`src/cgc_pkg.sv`:
```
// constants for the clock generator control block: offsets, fields, resets, timing
// assumes a 20 MHz system clock and an avalon-mm master on the register side
// Behaviour
// software waits resync ticks before killing crystal
// two enable bits switch rc and crystal
// bypass bit takes external clock on pin
// selector bit: 0 rc, 1 crystal
// main oscillator off after reset
// main disable clears stable flag
// main enable loads startup count, div8 ticks
// startup count zero sets stable flag
// software sets bypass with enable off
// pll divider accepts 1 to 255
// divider zero holds divider and pll low
// pll output is source times mul+1 over div
// multiplier zero powers pll down
// pll change clears lock, loads lock count
// lock count decrements per slow tick, sets lock
// usb pll factor fixed at forty
// usb enable clears usb lock, bias same write
// usb lock count on div8 ticks sets lock
// reset: rc on, crystal off, selector rc
// irq request only while flag and mask set
// selector change resynchronised on slow ticks
package cgc_pkg;
   // register byte addresses
   localparam int ADDR_W = 28;
   localparam logic [ADDR_W-1:0] SLOW_CFG_ADDR = 28'hFFFFD50;
   localparam logic [ADDR_W-1:0] MAIN_ADDR = 28'hFFFFC20;
   localparam logic [ADDR_W-1:0] PLL_ADDR = 28'hFFFFC28;
   localparam logic [ADDR_W-1:0] USB_ADDR = 28'hFFFFC1C;
   localparam logic [ADDR_W-1:0] STATUS_ADDR = 28'hFFFFC68;
   localparam logic [ADDR_W-1:0] MASK_ADDR = 28'hFFFFC6C;
   // slow_clock_config fields
   localparam int RC_EN_BIT = 0;
   localparam int SX_EN_BIT = 1;
   localparam int SX_BYP_BIT = 2;
   localparam int SEL_BIT = 3;
   // main_xtal_register fields
   localparam int MAIN_EN_BIT = 0;
   localparam int MAIN_BYP_BIT = 1;
   localparam int MAIN_CNT_LSB = 8;
   localparam int MAIN_CNT_W = 8;
   // pll_config_register fields
   localparam int PLL_DIV_LSB = 0;
   localparam int PLL_DIV_W = 8;
   localparam int PLL_CNT_LSB = 8;
   localparam int PLL_CNT_W = 6;
   localparam int PLL_MUL_LSB = 16;
   localparam int PLL_MUL_W = 11;
   // usb_clock_register fields
   localparam int USB_EN_BIT = 16;
   localparam int USB_CNT_LSB = 20;
   localparam int USB_CNT_W = 4;
   localparam int USB_BIAS_BIT = 24;
   localparam int USB_FACTOR_LSB = 26;
   localparam int USB_FACTOR_W = 6;
   localparam logic [USB_FACTOR_W-1:0] USB_PLL_FACTOR = 6'h28;
   // status and mask bit positions
   localparam int ST_MAIN_BIT = 0;
   localparam int ST_PLL_BIT = 1;
   localparam int ST_USB_BIT = 6;
   // reset values of slow_clock_config
   localparam logic RC_EN_RST = 1'b1;
   localparam logic SX_EN_RST = 1'b0;
   localparam logic SX_BYP_RST = 1'b0;
   localparam logic SEL_RST = 1'b0;
   // timing
   localparam int CLOCK_HZ = 20000000;
   localparam int SLOW_HZ = 32768;
   localparam int SLOW_TICK_CYCLES = CLOCK_HZ / SLOW_HZ;
   localparam int CYC_W = $clog2(SLOW_TICK_CYCLES);
   localparam int SLOW_DIV8 = 8;
   localparam int SEL_SYNC_TICKS = 2;
endpackage : cgc_pkg

```
`src/cgc_clock_generator_control.sv`:
```
// clock generator control: slow clock config, main oscillator, pll, usb pll
// assumes an avalon-mm master; analog oscillators and plls sit on the outputs
`timescale 1ns/10ps
module cgc_clock_generator_control import cgc_pkg::*; (
   // clock and reset
   input wire logic i_clock,
   input wire logic i_srst,
   // avalon-mm slave
   input wire logic [ADDR_W-1:0] i_address,
   input wire logic i_read,
   input wire logic i_write,
   input wire logic [31:0] i_writedata,
   input wire logic [3:0] i_byteenable,
   output logic [31:0] o_readdata,
   output logic o_waitrequest,
   // slow clock controls
   output logic o_rc_osc_enable,
   output logic o_slow_xtal_enable,
   output logic o_slow_xtal_bypass,
   output logic o_slow_source_select,
   // main oscillator controls
   output logic o_main_xtal_enable,
   output logic o_main_xtal_bypass,
   output logic o_main_xtal_stable,
   // pll controls
   output logic [PLL_DIV_W-1:0] o_pll_divider,
   output logic [PLL_MUL_W-1:0] o_pll_multiplier,
   output logic o_pll_input_run,
   output logic o_pll_power,
   output logic o_pll_locked,
   // usb pll controls
   output logic o_usb_pll_enable,
   output logic o_usb_bias_enable,
   output logic o_usb_pll_locked,
   // requests: {usb, pll, main}
   output logic [2:0] o_irq_request
);
   typedef struct packed {
      logic waitreq; // bus stall, high unless answering
      logic [31:0] rdata; // read data held for the answer cycle
      logic rc_en;
      logic sx_en;
      logic sx_byp;
      logic sel; // selector as written
      logic [SEL_SYNC_TICKS-1:0] sel_pipe; // selector walked on slow ticks
      logic main_en;
      logic main_byp;
      logic [MAIN_CNT_W-1:0] main_cnt;
      logic main_flag;
      logic [PLL_DIV_W-1:0] div;
      logic [PLL_MUL_W-1:0] mul;
      logic [PLL_CNT_W-1:0] pll_cnt;
      logic pll_run;
      logic pll_pwr;
      logic pll_flag;
      logic usb_en;
      logic usb_bias;
      logic [USB_CNT_W-1:0] usb_cnt;
      logic usb_flag;
      logic [2:0] mask; // {usb, pll, main}
      logic [2:0] irq;
   } cgc_state_s;
   cgc_state_s st;
   cgc_state_s next_st;

   // tick enables and counters
   logic slow_tick;
   logic slow8_tick;
   logic main_load, main_stop, main_done;
   logic pll_load, pll_stop, pll_done;
   logic usb_load, usb_stop, usb_done;
   logic [31:0] rd_word; // current word at the bus address
   logic [31:0] wr_word; // written word merged by byte enables
   logic wr_take; // write takes effect at this edge

   // byte-lane merge of write data into the old word
   function automatic logic [31:0] merge_be(input logic [31:0] old_w,
                                            input logic [31:0] new_w,
                                            input logic [3:0] be);
      logic [31:0] r;
      r = old_w;
      for (int i = 0; i < 4; i++) begin
         if (be[i]) begin
            r[8*i +: 8] = new_w[8*i +: 8];
         end
      end
      return r;
   endfunction

   cgc_tick_gen u_ticks (
      .i_clock(i_clock),
      .i_srst(i_srst),
      .o_slow_tick(slow_tick),
      .o_slow8_tick(slow8_tick)
   );

   // main startup count on slow clock divided by 8
   cgc_down_counter u_main_cnt (
      .i_clock(i_clock),
      .i_srst(i_srst),
      .i_load(main_load),
      .i_stop(main_stop),
      .i_value(8'(wr_word[MAIN_CNT_LSB +: MAIN_CNT_W])),
      .i_tick(slow8_tick),
      .o_busy(),
      .o_done(main_done)
   );

   // pll lock count on every slow tick
   cgc_down_counter u_pll_cnt (
      .i_clock(i_clock),
      .i_srst(i_srst),
      .i_load(pll_load),
      .i_stop(pll_stop),
      .i_value(8'(wr_word[PLL_CNT_LSB +: PLL_CNT_W])),
      .i_tick(slow_tick),
      .o_busy(),
      .o_done(pll_done)
   );

   // usb pll lock count on slow clock divided by 8
   cgc_down_counter u_usb_cnt (
      .i_clock(i_clock),
      .i_srst(i_srst),
      .i_load(usb_load),
      .i_stop(usb_stop),
      .i_value(8'(wr_word[USB_CNT_LSB +: USB_CNT_W])),
      .i_tick(slow8_tick),
      .o_busy(),
      .o_done(usb_done)
   );

   // read mux, unmapped reads as zero
   always_comb begin
      rd_word = 32'h0000_0000;
      unique case (i_address)
         SLOW_CFG_ADDR: begin
            rd_word[RC_EN_BIT] = st.rc_en;
            rd_word[SX_EN_BIT] = st.sx_en;
            rd_word[SX_BYP_BIT] = st.sx_byp;
            rd_word[SEL_BIT] = st.sel;
         end
         MAIN_ADDR: begin
            rd_word[MAIN_EN_BIT] = st.main_en;
            rd_word[MAIN_BYP_BIT] = st.main_byp;
            rd_word[MAIN_CNT_LSB +: MAIN_CNT_W] = st.main_cnt;
         end
         PLL_ADDR: begin
            rd_word[PLL_DIV_LSB +: PLL_DIV_W] = st.div;
            rd_word[PLL_CNT_LSB +: PLL_CNT_W] = st.pll_cnt;
            rd_word[PLL_MUL_LSB +: PLL_MUL_W] = st.mul;
         end
         USB_ADDR: begin
            rd_word[USB_EN_BIT] = st.usb_en;
            rd_word[USB_CNT_LSB +: USB_CNT_W] = st.usb_cnt;
            rd_word[USB_BIAS_BIT] = st.usb_bias;
            // read-only factor, the usb pll cannot be reprogrammed
            rd_word[USB_FACTOR_LSB +: USB_FACTOR_W] = USB_PLL_FACTOR;
         end
         STATUS_ADDR: begin
            rd_word[ST_MAIN_BIT] = st.main_flag;
            rd_word[ST_PLL_BIT] = st.pll_flag;
            rd_word[ST_USB_BIT] = st.usb_flag;
         end
         MASK_ADDR: begin
            rd_word[ST_MAIN_BIT] = st.mask[0];
            rd_word[ST_PLL_BIT] = st.mask[1];
            rd_word[ST_USB_BIT] = st.mask[2];
         end
         default: begin
            rd_word = 32'h0000_0000;
         end
      endcase
   end

   assign wr_word = merge_be(rd_word, i_writedata, i_byteenable);
   assign wr_take = i_write && !st.waitreq;

   // counter commands from writes; the write aborts the count in progress, at the pll only when divider or multiplier changes
   always_comb begin
      main_load = wr_take && (i_address == MAIN_ADDR) && wr_word[MAIN_EN_BIT];
      main_stop = wr_take && (i_address == MAIN_ADDR) && !wr_word[MAIN_EN_BIT];
      pll_load = 1'b0;
      pll_stop = 1'b0;
      if (wr_take && (i_address == PLL_ADDR) &&
          ((wr_word[PLL_DIV_LSB +: PLL_DIV_W] != st.div) ||
           (wr_word[PLL_MUL_LSB +: PLL_MUL_W] != st.mul))) begin
         // a zero multiplier means powered down, nothing to lock
         pll_load = (wr_word[PLL_MUL_LSB +: PLL_MUL_W] != '0);
         pll_stop = !pll_load;
      end
      usb_load = wr_take && (i_address == USB_ADDR) && wr_word[USB_EN_BIT];
      usb_stop = wr_take && (i_address == USB_ADDR) && !wr_word[USB_EN_BIT];
   end

   // next state: bus answer, register writes, flags, resync
   always_comb begin
      next_st = st;
      // one stall cycle, then answer
      next_st.waitreq = !((i_read || i_write) && st.waitreq);
      if ((i_read || i_write) && st.waitreq) begin
         next_st.rdata = i_read ? rd_word : 32'h0000_0000;
      end
      if (wr_take) begin
         unique case (i_address)
            SLOW_CFG_ADDR: begin
               next_st.rc_en = wr_word[RC_EN_BIT];
               next_st.sx_en = wr_word[SX_EN_BIT];
               next_st.sx_byp = wr_word[SX_BYP_BIT];
               next_st.sel = wr_word[SEL_BIT];
            end
            MAIN_ADDR: begin
               next_st.main_en = wr_word[MAIN_EN_BIT];
               next_st.main_byp = wr_word[MAIN_BYP_BIT];
               next_st.main_cnt = wr_word[MAIN_CNT_LSB +: MAIN_CNT_W];
            end
            PLL_ADDR: begin
               // divider 1..255 divides, 0 stops the input clock
               next_st.div = wr_word[PLL_DIV_LSB +: PLL_DIV_W];
               next_st.mul = wr_word[PLL_MUL_LSB +: PLL_MUL_W];
               next_st.pll_cnt = wr_word[PLL_CNT_LSB +: PLL_CNT_W];
            end
            USB_ADDR: begin
               next_st.usb_en = wr_word[USB_EN_BIT];
               next_st.usb_bias = wr_word[USB_BIAS_BIT];
               next_st.usb_cnt = wr_word[USB_CNT_LSB +: USB_CNT_W];
            end
            MASK_ADDR: begin
               next_st.mask = {wr_word[ST_USB_BIT], wr_word[ST_PLL_BIT],
                               wr_word[ST_MAIN_BIT]};
            end
            default: begin
               next_st.mask = st.mask; // status and unmapped: writes ignored
            end
         endcase
      end
      // flags: the clearing write restarts or stops the count, so it wins
      if (main_load || main_stop) begin
         next_st.main_flag = 1'b0;
      end else if (main_done) begin
         next_st.main_flag = 1'b1;
      end
      if (pll_load || pll_stop) begin
         next_st.pll_flag = 1'b0;
      end else if (pll_done) begin
         next_st.pll_flag = 1'b1;
      end
      if (usb_load || usb_stop) begin
         next_st.usb_flag = 1'b0;
      end else if (usb_done) begin
         next_st.usb_flag = 1'b1;
      end
      // selector walks through flops on slow ticks to switch cleanly
      if (slow_tick) begin
         next_st.sel_pipe = {st.sel_pipe[SEL_SYNC_TICKS-2:0], st.sel};
      end
      next_st.pll_run = (next_st.div != '0);
      next_st.pll_pwr = (next_st.mul != '0);
      next_st.irq = {next_st.usb_flag, next_st.pll_flag, next_st.main_flag} &
                    next_st.mask;
   end

   // state register; main oscillator held off, rc selected
   always_ff @(posedge i_clock) begin
      if (i_srst) begin
         st <= '0;
         st.waitreq <= 1'b1;
         st.rc_en <= RC_EN_RST;
         st.sx_en <= SX_EN_RST;
         st.sx_byp <= SX_BYP_RST;
         st.sel <= SEL_RST;
      end else begin
         st <= next_st;
      end
   end

   // outputs straight from the state register
   assign o_readdata = st.rdata;
   assign o_waitrequest = st.waitreq;
   assign o_rc_osc_enable = st.rc_en;
   assign o_slow_xtal_enable = st.sx_en;
   assign o_slow_xtal_bypass = st.sx_byp;
   assign o_slow_source_select = st.sel_pipe[SEL_SYNC_TICKS-1];
   assign o_main_xtal_enable = st.main_en;
   assign o_main_xtal_bypass = st.main_byp;
   assign o_main_xtal_stable = st.main_flag;
   assign o_pll_divider = st.div;
   assign o_pll_multiplier = st.mul;
   assign o_pll_input_run = st.pll_run;
   assign o_pll_power = st.pll_pwr;
   assign o_pll_locked = st.pll_flag;
   assign o_usb_pll_enable = st.usb_en;
   assign o_usb_bias_enable = st.usb_bias;
   assign o_usb_pll_locked = st.usb_flag;
   assign o_irq_request = st.irq;
endmodule // cgc_clock_generator_control

```
`src/cgc_down_counter.sv`:
```
// loadable down-counter stepping on a tick enable, reports reaching zero
// assumes load and stop never come with a stale count the caller still wants
`timescale 1ns/10ps
module cgc_down_counter (
   // clock and reset
   input wire logic i_clock,
   input wire logic i_srst,
   // control
   input wire logic i_load,
   input wire logic i_stop,
   input wire logic [7:0] i_value,
   input wire logic i_tick,
   // status
   output logic o_busy,
   output logic o_done
);
   typedef struct packed {
      logic [7:0] count;
      logic busy;
   } cgc_cnt_s;
   cgc_cnt_s st;
   cgc_cnt_s next_st;

   // done does not look at load or stop, so the caller can merge them freely
   assign o_done = st.busy && i_tick && (st.count <= 8'h01);
   assign o_busy = st.busy;

   // next count
   always_comb begin
      next_st = st;
      if (i_load) begin
         next_st.count = i_value;
         next_st.busy = 1'b1;
      end else if (i_stop) begin
         next_st.busy = 1'b0;
      end else if (o_done) begin
         next_st.count = 8'h00;
         next_st.busy = 1'b0;
      end else if (st.busy && i_tick) begin
         next_st.count = st.count - 8'h01;
      end
   end

   // state register
   always_ff @(posedge i_clock) begin
      if (i_srst) begin
         st <= '0;
      end else begin
         st <= next_st;
      end
   end
endmodule // cgc_down_counter

```
`src/cgc_tick_gen.sv`:
```
// slow clock tick and slow clock divided by 8 tick, as one-cycle enables
// assumes the system clock rate given in the package
`timescale 1ns/10ps
module cgc_tick_gen import cgc_pkg::*; (
   // clock and reset
   input wire logic i_clock,
   input wire logic i_srst,
   // ticks
   output logic o_slow_tick,
   output logic o_slow8_tick
);
   typedef struct packed {
      logic [CYC_W-1:0] cyc; // system cycles within a slow period
      logic [2:0] oct; // slow ticks within a div8 period
      logic slow;
      logic slow8;
   } cgc_tick_s;
   cgc_tick_s st;
   cgc_tick_s next_st;

   // next tick state
   always_comb begin
      next_st = st;
      next_st.slow = 1'b0;
      next_st.slow8 = 1'b0;
      if (st.cyc == CYC_W'(SLOW_TICK_CYCLES - 1)) begin
         next_st.cyc = '0;
         next_st.slow = 1'b1;
         next_st.oct = st.oct + 3'h1;
         // wraps after SLOW_DIV8 ticks
         next_st.slow8 = (st.oct == 3'(SLOW_DIV8 - 1));
      end else begin
         next_st.cyc = st.cyc + CYC_W'(1);
      end
   end

   // state register
   always_ff @(posedge i_clock) begin
      if (i_srst) begin
         st <= '0;
      end else begin
         st <= next_st;
      end
   end

   assign o_slow_tick = st.slow;
   assign o_slow8_tick = st.slow8;
endmodule // cgc_tick_gen

```
`config.mk`:
```
export PLATFORM = sky130hd
export DESIGN_NAME = cgc_clock_generator_control
export DESIGN_NICKNAME = d
export VERILOG_FILES = /design/src/cgc_pkg.sv /design/src/cgc_clock_generator_control.sv /design/src/cgc_down_counter.sv /design/src/cgc_tick_gen.sv
export SDC_FILE = /design/constraint.sdc
export NUM_CORES = 1
export LEC_CHECK = 0
export BUFFER_PORTS_ARGS = -buffer_cell sky130_fd_sc_hd__buf_2
export CORE_AREA = 3 3 172 90
export CTS_CLUSTER_SIZE = 40
export DETAILED_ROUTE_END_ITERATION = 10
export DIE_AREA = 0 0 175 93
export PLACE_DENSITY = 0.7
export SLEW_MARGIN = 5
export SYNTH_ARGS = -nofsm -noshare
export SYNTH_HDL_FRONTEND = slang
export SYNTH_SLANG_ARGS = --single-unit
```
`constraint.sdc`:
```
create_clock -name i_clock -period 8.7 [get_ports i_clock]
set_clock_uncertainty 0.1 [all_clocks]
set_input_delay 0 -clock i_clock [delete_from_list [all_inputs] [get_ports i_clock]]
set_output_delay 0 -clock i_clock [all_outputs]
set_load 0.02 [all_outputs]
```
==> flow_summary.yaml <==
worst_setup_path:
  crit_type: "input port to flip-flop"
  arrival_ns: 4.74
  cp-end-kind: "flip-flop"
  critical_path.cell_chain: "buf_2 > nor4bb_1 > nand2_1 > or3_1 > nor2_1 > and2_1 > buf_4 > nand3_1 > dlygate4sd3_1 > a21oi_1 > dlygate4sd3_1"
  r2r-start: "o_pll_divider[2]"
  crit_top_cell: "dlygate4sd3_1"
  cp-startpoint: "i_address[9]"
  required_ns: 8.96
  cp_max_fo: 21
  slowest_stage: "nor2_1"
  startpoint_type: "input port"
  slowest_delay_ns: 0.88
timing:
  tns_ns: 0
  relSlewSlack: 0.1928
  fin_ws_ns: 4.220
  rsz0062_at_grt: "false"
  finalCriticalPeriod_ns: 4.480
  slew_viol_final: 0
  fin_crit_sh: 0.5150
  finalSetupViolations: 0
  fmax_ghz: 0.2232
  hold_violations: 0
  worst_pin_slew_ns: 1.211
detailed_routing:
  wirelength_mm: 21.01
  route.met2.wl_mm: 7.709
  drc_errors: 0
  wire_per_inst_um: 17.74
  dr.max_layer_used: "met5"
  dr.pass1.iters: 5
  ant_nets: 0
  drt_iter0_markers: 808
  vias: 6771
  wl_met3_mm: 2.439
  drt-met1-wl_mm: 10.62
  vias_per_cell: 5.719
floorplan:
  die_area_um2: 16280
  die_h_um: 93
  core_um2: 14200
  start_util: 0.4941
  ioPinCount: 136
  die-width_um: 175
  row_count: 31
cells_and_area:
  fillers: 1318
  nets: 1049
  mostFrequentLayoutCells: "dfxtp_1, buf_2, nor2_1, nand2_1, a21oi_1"
  seq_area_um2: 2582
  layout_commonest_cell: "dfxtp_1"
  drive_gt1_frac: 0.1911
  syn2layout_area_growth_pct: 18.80
  multiInputGateArea_um2: 3764
clocking:
  path_clk_slew_ns: 0.06
  ctsLongestPathBuffers: 2
  insertion_delay_ns: 0.42
  cts_tree: "built"
  clock-sinks: 129
  root_buffer: "clkbuf_16"
  htreeDepth: 4
  cts_setup_buffers: 0
  cts_made_buffers: 17
yosys:
  yosysUniqueCellTypes: 72
  ys_warn_count: 0
  synth-edff-count: 0
  ys.flop_type: "dfxtp_1"
  syn-cell-area_um2: 7014
  synth_cells: 884
  synthArstFlopShare: 0
  yosys_register_bits: 129
  syn_avg_cell_area_um2: 7.935
  synth-seq-area-share: 0.3682
global_routing:
  grt_pass1_wl_mm: 33.04
  grt_max_degree: 93
  antenna_found_initial: 7
  gr-total-overflow: 0
  grt_pass1_vias: 6087
  gr-usage-all-layers: 0.2561
place:
  place_ws_ns: 4.381
  place.gp.congestion: 0.8996
  portBuffers: 127
  dp_hpwl_mm: 15.32
pwr:
  ir_worst_vdd_uv: 114.9
  p_leak_uw: 0.003232
  power.total_uw: 1434
  p_per_area_nw_per_um2: 172.0
worst_hold_path:
  hold_path_class: "input port to flip-flop"
  worstHoldStart: "i_writedata[8]"
run:
  cap_violations: 0
outcome:
  status: "completed"
critical path: cells and delay by family:
kind | cells | cell delay, ns
buf+inv | 4 | 1.61
simple gates | 6 | 2.98
compound gates | 1 | 0.13
flip-flops by register name, indices dropped and copies added, names as in the netlist, 3 cells and up:
| name | count |
|---|---|
| o_irq_request | 3 |
| u_ticks.st | 13 |
| u_main_cnt.st | 8 |
| o_pll_divider | 8 |
| u_usb_cnt.st | 8 |
| st | 23 |
| o_readdata | 28 |
| o_pll_multiplier | 11 |
| u_pll_cnt.st | 8 |
cell families after synthesis:
group,share of synthesized area
AND/OR/NAND/NOR,0.2496
AO/OA/AOI/OAI,0.1882
flip-flops,0.3682
buffers and inverters,0.09704
XOR/XNOR,0.04121
multiplexers,0.03746
adder cells (fa/ha/maj),0.01784
other,0.0005346
what timing repair did:
item / 4_1_cts / 5_1_grt
hold buffers: 36 / 0
gates resized for setup: 0 / 0
hold endpoints to repair: 61 / 0
where the power goes:
| part | switching, µW | total (µW) | internal, µW |
|---|---|---|---|
| combinational | 51.1 | 83.6 | 32.5 |
| sequential | 1.78 | 594 | 592 |
| clock | 296 | 756 | 460 |
| total | 349 | 1430 | 1090 |
synthesized netlist by cell type, drive strengths merged (19+ instances only):
cell	instances	area, µm²
clkbuf	39	146.4
buf	62	451.7
inv	22	82.58
nor3	28	150.1
nor2	114	427.9
nand2	101	381.6
a21oi	66	334.1
dfxtp	129	2582
o21ai	26	130.1
nand3	35	175.2
xnor2	19	166.4
a22oi	25	187.7
final cells by class:
class / count / share of cell area
flip-flops and latches: 129 / 0.3099
clock buffers: 17 / 0.05105
inverters: 22 / 0.009910
repair buffers: 167 / 0.1234
clock inverters: 15 / 0.02372
multi-input cells: 634 / 0.4517
well taps: 198 / 0.02973
diodes: 2 / 0.0006006
final timing paths:
check        cells past startpoint  slack [ns]                   end
max                             11        4.22  o_pll_multiplier[10]
min                              4        0.04                st[16]
max reg2reg                     10        5.20       u_pll_cnt.st[3]
min reg2reg                      2        0.35                st[43]
layer usage:
| layer | track usage | vias to the layer above |
|---|---|---|
| met5 | 0 | - |
| met4 | 0.04907 | 10 |
| met3 | 0.09732 | 32 |
| met2 | 0.3236 | 346 |
| met1 | 0.4010 | 3129 |
| li1 | - | 3254 |
metrics by stage:
step                hold WS (ns)  utilization  area, µm²  std cells
finish                   0.04452       0.5870       8333       1184
global route             0.05794       0.5870       8333       1184
detailed placement        0.2133       0.5174       7345       1114
CTS                      0.01906       0.5866       8328       1182
floorplan                0.05188            -       7022        886
global placement          0.2107       0.5174       7345       1114
(Power assumes the default switching activity.)
